**src/hw/ivc_map.svh**
```systemverilog
// register offsets, field positions and reset values of the interrupt vector controller
// assumes a 32-bit AXI4-Lite register bus decoding the low eight address bits
`ifndef IVC_MAP_SVH
`define IVC_MAP_SVH

// ------------------------------------------------------------
// register byte offsets
// ------------------------------------------------------------
`define IVC_OFF_VEC_BASE 8'h00
`define IVC_OFF_SRC_ENABLE 8'h04
`define IVC_OFF_NORMAL_VEC 8'h08
`define IVC_OFF_FAST_VEC 8'h0C
`define IVC_OFF_CORE_STATUS 8'h10
`define IVC_OFF_EOI 8'h14
`define IVC_OFF_SPURIOUS 8'h18
`define IVC_OFF_DEBUG_CTRL 8'h1C
`define IVC_OFF_FF_SET 8'h20
`define IVC_OFF_FF_CLEAR 8'h24
`define IVC_OFF_FF_STATE 8'h28

// ------------------------------------------------------------
// fields and reset values
// ------------------------------------------------------------
`define IVC_DBG_PROTECTION_MODE_BIT 0
`define IVC_DBG_GLOBAL_MASK_BIT 1
`define IVC_CORE_FAST 0
`define IVC_CORE_NORMAL 1
`define IVC_FAST_SRC 0
`define IVC_FF_MASK 32'hFFFF_FFFE
`define IVC_RST_WORD 32'h0000_0000
`define IVC_RST_DBG 2'h0
`define IVC_RST_IDX 5'h00
`define IVC_RESP_OKAY 2'h0
`define IVC_RESP_SLVERR 2'h2
`define IVC_VEC_SHIFT 2'h0

`endif

```
**src/hw/ivc_pkg.sv**
```systemverilog
// types shared by the interrupt vector controller and its bus slave
// assumes nothing beyond a SystemVerilog compiler
package ivc_pkg;

  // ------------------------------------------------------------
  // axi4-lite channels, protection_mode_bit signals left out
  // ------------------------------------------------------------
  typedef struct packed {
    logic awvalid;
    logic [31:0] awaddr;
    logic wvalid;
    logic [31:0] wdata;
    logic [3:0] wstrb;
    logic bready;
    logic arvalid;
    logic [31:0] araddr;
    logic rready;
  } ivc_axil_req_t;

  typedef struct packed {
    logic awready;
    logic wready;
    logic bvalid;
    logic [1:0] bresp;
    logic arready;
    logic rvalid;
    logic [31:0] rdata;
    logic [1:0] rresp;
  } ivc_axil_rsp_t;

  // ------------------------------------------------------------
  // register access strobes between slave and core
  // ------------------------------------------------------------
  typedef struct packed {
    logic wr_en;
    logic [7:0] waddr;
    logic [31:0] wdata;
    logic [3:0] wstrb;
    logic rd_en;
    logic [7:0] raddr;
  } ivc_reg_acc_t;

  typedef struct packed {
    logic [31:0] rdata;
    logic rd_err;
    logic wr_err;
  } ivc_reg_rsp_t;

  // ------------------------------------------------------------
  // module state
  // ------------------------------------------------------------
  typedef struct packed {
    logic aw_held;
    logic [7:0] awaddr;
    logic w_held;
    logic [31:0] wdata;
    logic [3:0] wstrb;
    logic bvalid;
    logic [1:0] bresp;
    logic rvalid;
    logic [31:0] rdata;
    logic [1:0] rresp;
  } ivc_slave_state_t;

  typedef struct packed {
    logic [31:0] vec_base;
    logic [31:0] enable;
    logic [31:0] spurious;
    logic [1:0] dbg;
    logic [31:0] ff;
    logic in_service;
    logic [4:0] cur_src;
    logic irq_n;
    logic fiq_n;
  } ivc_core_state_t;

endpackage

```
**src/hw/ivc_axil_slave.sv**
```systemverilog
// axi4-lite slave front end turning bus transfers into register strobes
// assumes the core answers register reads combinationally in the strobe cycle
`timescale 1ns/10ps
`default_nettype none
`include "ivc_map.svh"

module ivc_axil_slave #(
  parameter int ADDR_W = 8
) (
  // clock and reset
  input wire logic ref_clk,
  input wire logic rst,
  // axi4-lite
  input wire ivc_pkg::ivc_axil_req_t axi_req,
  output ivc_pkg::ivc_axil_rsp_t axi_rsp,
  // register side
  output ivc_pkg::ivc_reg_acc_t acc,
  input wire ivc_pkg::ivc_reg_rsp_t rsp
);
  import ivc_pkg::*;

  ivc_slave_state_t s_r, s_nxt;

  // ------------------------------------------------------------
  // strobes
  // ------------------------------------------------------------
  always_comb begin
    acc.wr_en = s_r.aw_held && s_r.w_held && !s_r.bvalid;
    acc.waddr = s_r.awaddr;
    acc.wdata = s_r.wdata;
    acc.wstrb = s_r.wstrb;
    acc.rd_en = axi_req.arvalid && !s_r.rvalid;
    acc.raddr = axi_req.araddr[ADDR_W-1:0];
  end

  // ------------------------------------------------------------
  // channel state
  // ------------------------------------------------------------
  always_comb begin
    s_nxt = s_r;
    if (axi_req.awvalid && !s_r.aw_held) begin
      s_nxt.aw_held = 1'b1;
      s_nxt.awaddr = axi_req.awaddr[ADDR_W-1:0];
    end
    if (axi_req.wvalid && !s_r.w_held) begin
      s_nxt.w_held = 1'b1;
      s_nxt.wdata = axi_req.wdata;
      s_nxt.wstrb = axi_req.wstrb;
    end
    if (acc.wr_en) begin
      s_nxt.bvalid = 1'b1;
      s_nxt.bresp = rsp.wr_err ? `IVC_RESP_SLVERR : `IVC_RESP_OKAY;
    end
    // holding slots free only once the response is taken, one write in flight
    if (s_r.bvalid && axi_req.bready) begin
      s_nxt.bvalid = 1'b0;
      s_nxt.aw_held = 1'b0;
      s_nxt.w_held = 1'b0;
    end
    if (acc.rd_en) begin
      s_nxt.rvalid = 1'b1;
      s_nxt.rdata = rsp.rdata;
      s_nxt.rresp = rsp.rd_err ? `IVC_RESP_SLVERR : `IVC_RESP_OKAY;
    end else if (s_r.rvalid && axi_req.rready) begin
      s_nxt.rvalid = 1'b0;
    end
  end

  always_ff @(posedge ref_clk) begin
    if (rst) begin
      s_r <= '0;
    end else begin
      s_r <= s_nxt;
    end
  end

  always_comb begin
    axi_rsp.awready = !s_r.aw_held;
    axi_rsp.wready = !s_r.w_held;
    axi_rsp.bvalid = s_r.bvalid;
    axi_rsp.bresp = s_r.bresp;
    axi_rsp.arready = !s_r.rvalid;
    axi_rsp.rvalid = s_r.rvalid;
    axi_rsp.rdata = s_r.rdata;
    axi_rsp.rresp = s_r.rresp;
  end

endmodule
`default_nettype wire

```
**src/hw/ivc_core.sv**
```systemverilog
// interrupt vector controller tail: spurious vector, debug control, fast forcing
// assumes level sources synchronous to ref_clk and an axi4-lite master
//
// Overview of operation
// - spurious vector register, read-write, resets zero
// - spurious normal vector read returns spurious value
// - spurious fast vector read returns spurious value
// - debug bit 0 enables protection mode
// - debug bit 1 holds both lines inactive
// - fast-force set writes ones to enable
// - fast-force clear writes ones to disable
// - fast-force state reads enabled sources
// - fast forcing only on bits 1 to 31
// - core status shows both lines active
// - any write to end-of-handling ends service
`timescale 1ns/10ps
`default_nettype none
`include "ivc_map.svh"

module ivc_core (
  // clock and reset
  input wire logic ref_clk,
  input wire logic rst,
  // register bus
  input wire ivc_pkg::ivc_axil_req_t axi_req,
  output ivc_pkg::ivc_axil_rsp_t axi_rsp,
  // interrupt sources, bit 0 is the fast source
  input wire logic [31:0] src_in,
  // processor lines, active low
  output logic normal_irq_out_n,
  output logic fast_irq_out_n
);
  import ivc_pkg::*;

  ivc_core_state_t s_r, s_nxt;
  ivc_reg_acc_t acc;
  ivc_reg_rsp_t rsp;
  logic [31:0] pend;
  logic [31:0] forced;
  logic [31:0] norm_cand;
  logic fast_req;
  logic norm_req;
  logic [4:0] norm_idx;
  logic rd_norm;
  logic wr_norm;
  logic ack;
  logic protection_mode_bit;

  // ------------------------------------------------------------
  // helpers
  // ------------------------------------------------------------
  // highest source number wins among normal candidates
  function automatic logic [4:0] hi_index(input logic [31:0] v);
    logic [4:0] idx;
    idx = `IVC_RST_IDX;
    for (int i = 0; i < 32; i++) begin
      if (v[i]) begin
        idx = i[4:0];
      end
    end
    return idx;
  endfunction

  function automatic logic [31:0] merge_strb(input logic [31:0] old, input logic [31:0] d,
                                             input logic [3:0] strb);
    logic [31:0] r;
    r = old;
    for (int b = 0; b < 4; b++) begin
      if (strb[b]) begin
        r[b*8 +: 8] = d[b*8 +: 8];
      end
    end
    return r;
  endfunction

  // ------------------------------------------------------------
  // bus slave
  // ------------------------------------------------------------
  ivc_axil_slave #(
    .ADDR_W(8)
  ) u_slave (
    .ref_clk(ref_clk),
    .rst(rst),
    .axi_req(axi_req),
    .axi_rsp(axi_rsp),
    .acc(acc),
    .rsp(rsp)
  );

  // ------------------------------------------------------------
  // source routing
  // ------------------------------------------------------------
  always_comb begin
    protection_mode_bit = s_r.dbg[`IVC_DBG_PROTECTION_MODE_BIT];
    pend = src_in & s_r.enable;
    forced = pend & s_r.ff & `IVC_FF_MASK;
    fast_req = pend[`IVC_FAST_SRC] || (|forced);
    norm_cand = pend & ~s_r.ff & `IVC_FF_MASK;
    norm_req = (|norm_cand) && !s_r.in_service;
    norm_idx = hi_index(norm_cand);
    rd_norm = acc.rd_en && (acc.raddr == `IVC_OFF_NORMAL_VEC);
    wr_norm = acc.wr_en && (acc.waddr == `IVC_OFF_NORMAL_VEC);
    // reading acknowledges only outside protection mode, so a debugger can peek safely
    ack = norm_req && ((rd_norm && !protection_mode_bit) || (wr_norm && protection_mode_bit));
  end

  // ------------------------------------------------------------
  // register writes and line state
  // ------------------------------------------------------------
  always_comb begin
    s_nxt = s_r;
    if (acc.wr_en) begin
      case (acc.waddr)
        `IVC_OFF_VEC_BASE: begin
          s_nxt.vec_base = merge_strb(s_r.vec_base, acc.wdata, acc.wstrb);
        end
        `IVC_OFF_SRC_ENABLE: begin
          s_nxt.enable = merge_strb(s_r.enable, acc.wdata, acc.wstrb);
        end
        `IVC_OFF_SPURIOUS: begin
          s_nxt.spurious = merge_strb(s_r.spurious, acc.wdata, acc.wstrb);
        end
        `IVC_OFF_DEBUG_CTRL: begin
          if (acc.wstrb[0]) begin
            s_nxt.dbg = acc.wdata[`IVC_DBG_GLOBAL_MASK_BIT:`IVC_DBG_PROTECTION_MODE_BIT];
          end
        end
        `IVC_OFF_FF_SET: begin
          s_nxt.ff = s_r.ff | (acc.wdata & `IVC_FF_MASK);
        end
        `IVC_OFF_FF_CLEAR: begin
          s_nxt.ff = s_r.ff & ~(acc.wdata & `IVC_FF_MASK);
        end
        `IVC_OFF_EOI: begin
          s_nxt.in_service = 1'b0;
        end
        default: begin
          s_nxt.ff = s_r.ff;
        end
      endcase
    end
    // acknowledge after the end-of-handling clear, so a same-cycle set wins
    if (ack) begin
      s_nxt.in_service = 1'b1;
      s_nxt.cur_src = norm_idx;
    end
    // general mask overrides everything on both lines
    s_nxt.irq_n = !((|norm_cand) && !s_nxt.in_service && !s_nxt.dbg[`IVC_DBG_GLOBAL_MASK_BIT]);
    s_nxt.fiq_n = !(fast_req && !s_nxt.dbg[`IVC_DBG_GLOBAL_MASK_BIT]);
  end

  always_ff @(posedge ref_clk) begin
    if (rst) begin
      s_r.vec_base <= `IVC_RST_WORD;
      s_r.enable <= `IVC_RST_WORD;
      s_r.spurious <= `IVC_RST_WORD;
      s_r.dbg <= `IVC_RST_DBG;
      s_r.ff <= `IVC_RST_WORD;
      s_r.in_service <= 1'b0;
      s_r.cur_src <= `IVC_RST_IDX;
      s_r.irq_n <= 1'b1;
      s_r.fiq_n <= 1'b1;
    end else begin
      s_r <= s_nxt;
    end
  end

  // ------------------------------------------------------------
  // register reads
  // ------------------------------------------------------------
  always_comb begin
    rsp.rdata = `IVC_RST_WORD;
    rsp.rd_err = 1'b0;
    case (acc.raddr)
      `IVC_OFF_VEC_BASE: begin
        rsp.rdata = s_r.vec_base;
      end
      `IVC_OFF_SRC_ENABLE: begin
        rsp.rdata = s_r.enable;
      end
      `IVC_OFF_NORMAL_VEC: begin
        // spurious when no candidate is left or one is already in service
        rsp.rdata = norm_req ? (s_r.vec_base + {25'h000_0000, norm_idx, `IVC_VEC_SHIFT})
                             : s_r.spurious;
      end
      `IVC_OFF_FAST_VEC: begin
        rsp.rdata = fast_req ? s_r.vec_base : s_r.spurious;
      end
      `IVC_OFF_CORE_STATUS: begin
        rsp.rdata[`IVC_CORE_NORMAL] = !s_r.irq_n;
        rsp.rdata[`IVC_CORE_FAST] = !s_r.fiq_n;
      end
      `IVC_OFF_SPURIOUS: begin
        rsp.rdata = s_r.spurious;
      end
      `IVC_OFF_DEBUG_CTRL: begin
        rsp.rdata[`IVC_DBG_GLOBAL_MASK_BIT:`IVC_DBG_PROTECTION_MODE_BIT] = s_r.dbg;
      end
      `IVC_OFF_FF_STATE: begin
        rsp.rdata = s_r.ff & `IVC_FF_MASK;
      end
      `IVC_OFF_EOI, `IVC_OFF_FF_SET, `IVC_OFF_FF_CLEAR: begin
        rsp.rdata = `IVC_RST_WORD;
      end
      default: begin
        rsp.rd_err = 1'b1;
      end
    endcase
    // write-only and read-only offsets are mapped; only holes give an error
    case (acc.waddr)
      `IVC_OFF_VEC_BASE, `IVC_OFF_SRC_ENABLE, `IVC_OFF_NORMAL_VEC, `IVC_OFF_FAST_VEC,
      `IVC_OFF_CORE_STATUS, `IVC_OFF_EOI, `IVC_OFF_SPURIOUS, `IVC_OFF_DEBUG_CTRL,
      `IVC_OFF_FF_SET, `IVC_OFF_FF_CLEAR, `IVC_OFF_FF_STATE: begin
        rsp.wr_err = 1'b0;
      end
      default: begin
        rsp.wr_err = 1'b1;
      end
    endcase
  end

  assign normal_irq_out_n = s_r.irq_n;
  assign fast_irq_out_n = s_r.fiq_n;
endmodule
`default_nettype wire

```
**config.mk**
```make
export PLATFORM = sky130hd
export DESIGN_NAME = ivc_core
export DESIGN_NICKNAME = d
export VERILOG_FILES = /design/src/hw/ivc_pkg.sv /design/src/hw/ivc_axil_slave.sv /design/src/hw/ivc_core.sv
export VERILOG_INCLUDE_DIRS = /design/src /design/src/hw
export SDC_FILE = /design/constraint.sdc
export NUM_CORES = 1
export LEC_CHECK = 0
export CAP_MARGIN = 40
export CORE_UTILIZATION = 45
export DETAILED_ROUTE_END_ITERATION = 6
export DONT_BUFFER_PORTS = 1
export PLACE_DENSITY = 0.65
export SYNTH_ARGS = -nofsm -noshare
export SYNTH_HDL_FRONTEND = slang
export SYNTH_SLANG_ARGS = --single-unit
```
**constraint.sdc**
```tcl
create_clock -name ref_clk -period 3.6 [get_ports ref_clk]
set_input_delay 0.54 -clock ref_clk [delete_from_list [all_inputs] [get_ports ref_clk]]
set_output_delay 0.54 -clock ref_clk [all_outputs]
set_load 0.01 [all_outputs]
```
; Word level (Yosys, flattened, before mapping)
; Index checks and enable logic that the tools add are counted.
[word_totals]
register_bits = 222
out_inout_bits = 43
word_cells = 155
[classes]
add_sub_neg = 1
eq_ne = 20
mux = 45
bitwise = 7
reduce_logical = 53
[op_table]
columns = operator, n
row1 = case mux 30 bit (6 select lines), 1
row2 = bitwise AND 32 bit, 4
row3 = two-way mux 5 bit, 25
row4 = equality test 8 x 5 -> 1 bit (second input constant), 8
row5 = two-way mux 32 bit, 2
row6 = NOT 32 bit, 2
row7 = case mux 32 bit (2 select lines), 1
row8 = OR reduction 31 bit, 2
row9 = equality test 8 x 6 -> 1 bit (second input constant), 6
row10 = AND reduction 3 bit, 13
row11 = two-way mux 35 bit, 1
row12 = adder 32 x 7 -> 32 bit, 1
row13 = equality test 8 x 4 -> 1 bit (second input constant), 4
row14 = bitwise OR 32 bit, 1
row15 = OR reduction 11 bit, 2
row16 = equality test 8 x 3 -> 1 bit (second input constant), 2
row17 = logical AND 1 bit, 16
row18 = zero test 8 bit, 2
row19 = case mux 2 bit (8 select lines), 1
row20 = zero test 1 bit, 12
row21 = two-way mux 2 bit, 6
row22 = two-way mux 3 bit, 3
row23 = two-way mux 6 bit, 1
row24 = two-way mux 1 bit, 4
row25 = other kinds (4), 6

; Depth between registers and ports, before layout
; Gate-level depths: netlist (run 1).
[depth]
depth_word = 38
depth_mapped = 17

; Hierarchy
; Synthesis (run 1) repeated with hierarchy kept, for this count alone.
[hier_totals]
hier_cells = 1290
area_unflattened_um2 = 10943.0
[by_module_without_submodules]
columns = module, n_inst, cells_per_inst, area_per_inst_um2, seq_area_each_um2
row1 = ivc_core, 1, 850, 7313.3, 2642.5
row2 = ivc_axil_slave, 1, 440, 3629.7, 1641.6

; Worst setup path before layout (run 1)
; Ideal clock, no wire load.
[synth_path]
path_type = input -> register
startpoint = in src_in[1]
endpoint = reg u_slave.s_r, in the netlist u_slave.axi_rsp[24]
setup_time_ns = 0.091
arrival_time_ns = 3.424
path_slack_ns = 0.086
cell_stages = 17
path_buffers = 0
cell_sequence = and3b_1 > a21oi_1 > o21ai_0 > a211oi_1 > nor3_1 > o221ai_1 > a211oi_1 > ha_1 > inv_1 > fa_1 > nand2b_1 > a21oi_1 > o211ai_1 > or3_1 > a21oi_1 > a21oi_1 > a311oi_1
[synth_between]
elab_chain_cells = 36
elab_cells_between_ends = 42
[synth_rtl]
columns = element, line
row1 = from (decl), ivc_core.sv:28  ; input wire logic [31:0] src_in,
row2 = bitwise AND 32 bit *, ivc_core.sv:95  ; pend = src_in & s_r.enable;
row3 = bitwise AND 32 bit, ivc_core.sv:98  ; norm_cand = pend & ~s_r.ff & `IVC_FF_MASK;
row4 = two-way mux 1 bit, ivc_core.sv:57  ; if (v[i]) begin
row5 = two-way mux 2 bit (2 in series), ivc_core.sv:57
row6 = two-way mux 3 bit (3 in series), ivc_core.sv:57
row7 = two-way mux 5 bit (25 in series), ivc_core.sv:57
row8 = adder 32 x 7 -> 32 bit, ivc_core.sv:183  ; rsp.rdata = norm_req ? (s_r.vec_base + {25'h000_0000, norm_idx, `IVC_VEC_SHIFT})
row9 = two-way mux 32 bit, ivc_core.sv:183
row10 = case mux 30 bit (6 select lines) *, ivc_core.sv:174  ; case (acc.raddr)
row11 = to (signal assigned), ivc_axil_slave.sv:73  ; s_r <= s_nxt;
row12 = to (decl), ivc_axil_slave.sv:22  ; ivc_slave_state_t s_r, s_nxt;
; Every way passes the cells marked *; elsewhere a longest branch is shown, timed or not.
; A chain may end at the register's enable or synchronous reset.

==> run metrics, run 1 <==
outcome=finished, final reports clean; Ports=between 150 and 200; RSZ-0062 raised after global routing=true; NetSw=about 1.2 mW; Sequential Power Share=between 40% and 50%; CTS max path bufs=3; reg-to-reg slack, setup=0.03 ns; CTS clk-pin slew, worst paths=roughly 0.07 ns; max-slew violations=0; Overflow after GRT=0; routed via count=approximately 11k; top cells by area in the synthesized netlist=dfxtp_1 (40%), a21oi_1 (9.5%), nand2_1 (8.5%); Worst Hold Endpoint=u_slave.axi_rsp[34]; CP Capture Type=flip-flop; hold slack final=between 0.08 and 0.09 ns; Reg-to-Reg End=u_slave.axi_rsp[26]; Die H=roughly 160 um; CP required=4.04 ns; Post-Layout Inst Area=12500 sq um; crit path kind=reg2reg; slowest CP cell=fa_2; dominant synthesized flop cell=dfxtp_1; # DRC=0; hold path cells=1; Arr. time, crit path=roughly 4 ns; Critical Path Fanout Max=3; overall routing resource usage=30.5%; P per Cell Area=about 410 nW/um^2; crit share post-route=99.0%; Final nets=~1.5k; Slew @ Worst Pin=around 1 ns; Synth Register Bits=around 210; Non-Filler Instances=between 1.5k and 2k; Worst VDD drop=~0.37 mV; Hold Path Class=in2reg; Unique masters post-synth=74; power share of the clock group=49.2%; Routed WL per cell=approximately 22 um; area share of the largest cell type after synthesis=approximately 40%; Reg2Reg Depth=21; switching share of power=roughly a quarter; Commonest cells post-synth=nand2_1 (241), dfxtp_1 (214), a21oi_1 (202); hold path start=rst; cell count after synthesis=roughly 1.4k; hold buffers post-CTS=0; total power=5.19 mW; vias in the first global route=between 9k and 10k; DRT Wirelength=between 30000 and 40000 um; CTS tree=built; register area=between 4000 and 5000 sq um; post-synth top area cell=dfxtp_1; Slew HR=between 30% and 40%; Worst Skew=roughly 0.017 ns; global-route wire length before repair=about 57000 um; CTS root buf=clkbuf_16; Pint=around 4 mW; most used cell, CP=buf_4; Buf+Inv Stages, Crit Path=5; top cell family by delay on the critical path=compound AO/OA/AOI/OAI gates; DR iter-0 viols=~1.4k; final core utilization=between 50% and 60%; port buffer count=0; CP startpoint kind=flip-flop; max cap viols=0; count leader, synth=nand2_1; ant diodes=0; Syn-to-layout area delta=17.1%; Die Span X=~160 um; Vias/cell=between 6 and 7; Initial Util=45.7%; Final Wtd Congestion=around 0.93; sequential area share after synthesis=between 40% and 50%; multi-input logic area=approximately 5900 sq um; Antenna Nets Post-Route=0; Site Rows=56; Fill cells=~2.3k; clk_lat worst skew=0.53 ns; FMAX=~280 MHz; ys async rst share=0%; largest net degree at the start of global routing=between 150 and 200; DIE AREA=~24000 sq um; Num CTS Buffers=25; critical path cell sequence=and3b_2, a21oi_2, o21ai_2, a211oi_2, nor3_2, o221ai_2, a211oi_2, buf_4, ha_4, inv_2, fa_2, nand2b_4, a21oi_2, buf_4, o211ai_1, buf_4, buf_6, nor2_4, xnor2_1, a211o_1, o211ai_1; Static Leakage=~4.2 nW; Min Clock Period, post-route=between 3 and 4 ns; initial antenna violation count=0; YS warnings=0; post-DP HPWL=about 28000 um; Post-DP Area=11500 sq um; Pre-antenna DRT Iters=7; Final setup viols=0; Comb power frac=between 3 and 4%; Fin. Hold Viols=0; CP peak stage delay=0.35 ns; Post-Place Cells=between 1.5k and 2k; layout cells sized above 1=approximately 16%; H-tree Lvls=1; Synth Cell Area=~11000 sq um; Syn Area/Cell=a little under 8 sq um; CTS Sinks=approximately 210; Post-synth EDFFs=0; core region area=approximately 23000 sq um
## area by class of cell
cell class                      count  share of cell area, %
Clock buffer                       33                   5.63
Timing Repair Buffer              130                   8.33
Clock inverter                     12                  0.969
Multi-Input combinational cell   1002                   47.2
Tap cell                          319                   3.19
Sequential cell                   214                   34.2
Inverter                           15                  0.449
## kinds of logic (layout without fill, tap and decap cells)
family                     count (synthesis)  count (layout)  synth area share (%)
and+or+nand+nor                          566             566                  25.9
AOI/OAI and AO/OA                        403             403                  24.3
DFF                                      214             214                  40.1
buffers and inverters                    141             190                  6.82
xor gates and xnor gates                  15              15                  1.23
muxes                                      9               9                 0.842
adders and majority gates                  7               7                 0.866
other                                      1               2                0.0351
## worst max path at each step
stage / from / end / slack, ns / cells after the start
2_1_floorplan: src_in[1] / u_slave.axi_rsp[24] / 0.09 / 17
3_3_place_gp: src_in[1] / u_slave.axi_rsp[26] / -0.36 / 20
3_5_place_dp: src_in[1] / u_slave.axi_rsp[32] / -0.38 / 19
4_1_cts: flip-flop / u_slave.axi_rsp[24] / -0.05 / 19
5_1_grt: flip-flop / u_slave.axi_rsp[26] / -0.14 / 21
6_report: flip-flop / u_slave.axi_rsp[26] / 0.03 / 21
## worst register-to-register path: stages, from the launching register on
cell and delay (ns):
dfxtp_2 0.32, and3b_2 0.24, a21oi_2 0.06, o21ai_2 0.13, a211oi_2 0.09, nor3_2 0.25, o221ai_2 0.16, a211oi_2 0.20
buf_4 0.16, ha_4 0.13, inv_2 0.03, fa_2 0.35, nand2b_4 0.16, a21oi_2 0.12, buf_4 0.13, o211ai_1 0.10
buf_4 0.20, buf_6 0.12, nor2_4 0.10, xnor2_1 0.07, a211o_1 0.29, o211ai_1 0.07
## metal layers
metal	track usage [%]	vias to the layer above	wire (um)
met1	44.3	4978	16400
met5	0	-	0
li1	-	5023	-
met3	7.28	54	4490
met4	8.45	0	909
met2	44.6	529	15900
## through the flow
stage | worst slack [ns] | setup TNS (ns)
after floorplan | 0.0855 | 0
after global placement | -0.361 | -6.37
after detailed placement | -0.379 | -7.32
after CTS | -0.0506 | -0.0747
after global routing | -0.136 | -0.429
final | 0.0344 | 0
## layout by cell type (no fill, tap or decap), drive strengths merged, types with 5 or more instances in the layout
master / instances
o21ai: 29
a222oi: 24
and3b: 18
a31oi: 8
nand4: 19
o211ai: 18
clkbuf: 33
nand3b: 20
a311oi: 7
a22oi: 6
nor2: 59
a211oi: 42
inv: 16
nor4: 15
dfxtp: 214
buf: 130
a21oi: 203
nor2b: 8
mux2i: 9
xor2: 9
nand2b: 9
a221oi: 11
clkinv: 7
a32oi: 7
nand3: 139
a211o: 9
nand2: 241
xnor2: 6
or3: 5
ha: 5
nor3: 13
## what timing repair did
action / CTS / global route
setup buffers: 3 / 1
cloned: 0 / 0
pin swaps: 13 / 29
setup endpoints to repair: 22 / 23
gates resized for setup: 21 / 33
## power by group through the flow
stage / clock network [mW] / logic (mW) / registers [mW]
6_report: 2.56 / 0.162 / 2.47
5_1_grt: 2.69 / 0.179 / 2.48
4_1_cts: 2.58 / 0.161 / 2.47
2_1_floorplan: 0 / 0.159 / 2.49
3_5_place_dp: 0 / 0.160 / 2.52
3_3_place_gp: 0 / 0.145 / 2.53
(Power assumes the default switching activity.)
==> run 2: changes to the inputs <==
--- a/config.mk
+++ b/config.mk
@@ -7,6 +7,7 @@
 export NUM_CORES = 1
 export LEC_CHECK = 0
 export CAP_MARGIN = 40
+export CORE_ASPECT_RATIO = 0.7
 export CORE_UTILIZATION = 45
 export DETAILED_ROUTE_END_ITERATION = 6
 export DONT_BUFFER_PORTS = 1
==> run 2 against run 1 <==
Compared with the run above: the flow now finishes with violations (DRC); count of clock-buffer cells in the layout stayed put; clock skew is 0.00064 ns higher; critical endpoint is now u_slave.axi_rsp[18]; sequential power hardly changed; maximum frequency is 0.32% lower; via count is 2.9% higher; hold slack better by 0.015 ns; wire length is 6.5% higher; global-route usage is 2.4 points higher; die area hardly changed; first-iteration DRC count is 14% higher.
==> run metrics, run 2 (synthesis results as in run 1) <==
hold slack final=0.0976 ns (+0.0149 ns); most common cell after layout, fill and taps aside=nand2_1; DIE AREA=24400 sq um (about the same); overall routing resource usage=32.9% (+2.4 points); Ports=182 (unchanged); Die H=131 um (-16%); # DRC=6 (+6); Sequential Power Share=49.1% (+1.5 points); Static Leakage=4.21 nW (+0.43%); Worst Skew=0.0180 ns (+0.000641 ns); Slew @ Worst Pin=0.952 ns (-0.0203 ns); CP peak stage delay=0.44 ns (+0.09 ns); failing checks=DRC; max-slew violations=0 (unchanged); multi-input logic area=5890 sq um (-0.36%); CTS tree=built; Fill cells=2171 (-4.2%); RSZ-0062 raised after global routing=true; CTS root buf=clkbuf_16; Slew HR=36.3% (+1.4 points); post-DP HPWL=29900 um (+8.3%); Final Wtd Congestion=0.970 (+3.8%); most used cell, CP=buf_4; vias in the first global route=9890 (+4.7%); port buffer count=0 (unchanged); final worst-path setup slack=0.0228 ns (-0.0116 ns); CP Capture Type=flip-flop; P per Cell Area=403 nW/um^2 (-2.7%); DP Worst Slack=-0.397 ns (-0.0181 ns); Fin. Hold Viols=0 (unchanged); register area=4290 sq um (about the same); Comb power frac=3.3% (+0.2 points); NetSw=1.22 mW (+1.2%); Initial Util=46.6% (+0.87 points); Hold Path Class=in2reg; initial antenna violation count=2 (+2); largest net degree at the start of global routing=197 (unchanged); CTS Sinks=214 (unchanged); FMAX=280 MHz (-0.32%); Syn-to-layout area delta=17.1% (about the same); Die Span X=186 um (+19%); core region area=23000 sq um (-1.9%); Final nets=1549 (+1.0%); crit path kind=reg2reg; routed via count=10.9k (+2.9%); Final setup viols=0 (unchanged); Worst VDD drop=0.361 mV (-2.2%); most frequent cells in the layout=nand2_1 (241), dfxtp_1 (212), a21oi_1 (199), buf_4 (144), nand3_1 (138); H-tree Lvls=1 (unchanged); layout cells sized above 1=16.9% (+0.70 points); Critical Path Fanout Max=6 (+3); power share of the clock group=47.5% (-1.7 points); Num CTS Buffers=23 (-8.0%); CP startpoint kind=flip-flop; total power=5.05 mW (-2.8%); DRT Wirelength=40200 um (+6.5%); final setup TNS=0 ns (unchanged); Vias/cell=6.29 (+2.6%); CTS max path bufs=3 (unchanged); max cap viols=0 (unchanged); global-route wire length before repair=60200 um (+6.3%); Antenna Nets Post-Route=0 (unchanged); CTS clk-pin slew, worst paths=0.07 ns (about the same); outcome=finished with violations; final core utilization=54.5% (+0.99 points); Site Rows=46 (-18%); Overflow after GRT=0 (unchanged); critical path cell sequence=and3b_2, a21oi_2, o21ai_2, a211oi_2, nor3_2, o221ai_2, a211oi_2, buf_4, ha_4, inv_2, fa_2, nand2b_4, a21oi_2, buf_4, buf_4, o21ai_4, or4_4, a311oi_2; Arr. time, crit path=4.00 ns (about the same); ant diodes=0 (unchanged); hold buffers post-CTS=0 (unchanged); crit share post-route=99.4% (+0.32 points); DR iter-0 viols=1588 (+14%); clk_lat worst skew=0.54 ns (about the same); switching share of power=24.2% (+0.95 points); slowest CP cell=or4_4; Pint=3.82 mW (-4.0%); Min Clock Period, post-route=3.58 ns (+0.0116 ns); Routed WL per cell=23.2 um (+6.1%); CP required=4.03 ns (about the same); Pre-antenna DRT Iters=7 (unchanged)
run 2: metal layers:
metal | track usage (%) | vias up | share of wire (%)
met3 | 13.2 | 47 | 16
met2 | 42.4 | 699 | 37
met1 | 50.1 | 5103 | 45
met4 | 6.03 | 4 | 1.6
li1 | - | 5043 | -
met5 | 0 | - | 0.19
run 2: power by group through the flow:
stage                     sequential [mW]  clock, mW  combinational, mW
after floorplan                      2.49          0              0.159
after global placement               2.53          0              0.147
after detailed placement             2.53          0              0.166
after CTS                            2.47       2.41              0.167
after global routing                 2.48       2.51              0.183
final                                2.48       2.40              0.169
run 2: per-stage QoR:
step | cells | cell area, sq um
global placement | 1683 | 11500
finish | 1731 | 12500
floorplan | 1357 | 10700
detailed placement | 1687 | 11500
CTS | 1729 | 12400
global route | 1731 | 12500
run 2: final timing paths:
| path | cells past startpoint | slack, ns | endpoint | startpoint |
|---|---|---|---|---|
| setup / recovery | 18 | 0.02 | u_slave.axi_rsp[18] | flip-flop |
| hold / removal | 1 | 0.1 | s_r[72] | rst |
| hold reg to reg | 2 | 0.46 | s_r[59] | s_r[59] |
| setup reg to reg | 18 | 0.02 | u_slave.axi_rsp[18] | flip-flop |
run 2: worst max-delay path, delay by kind of cell, from the launching register on:
family                     cells  cell delay (ns)
DFF                            1             0.32
and+or+nand+nor                4             1.03
AOI/OAI and AO/OA              8             1.13
adders and majority gates      2             0.51
buffers and inverters          4             0.48
run 2: layout make-up:
class                      instances  area share, %
clock buffer                      33           5.30
clock inverter                     7          0.730
inverter                          15          0.450
multi-input combinational       1002           47.1
sequential                       214           34.2
tap                              312           3.12
timing repair buffer             148           9.08
run 2: timing repair:
action,CTS,global route
pin swaps,16,13
resized for setup,24,25
setup endpoints to repair,23,26
buffers inserted,2,2
cloned,0,0
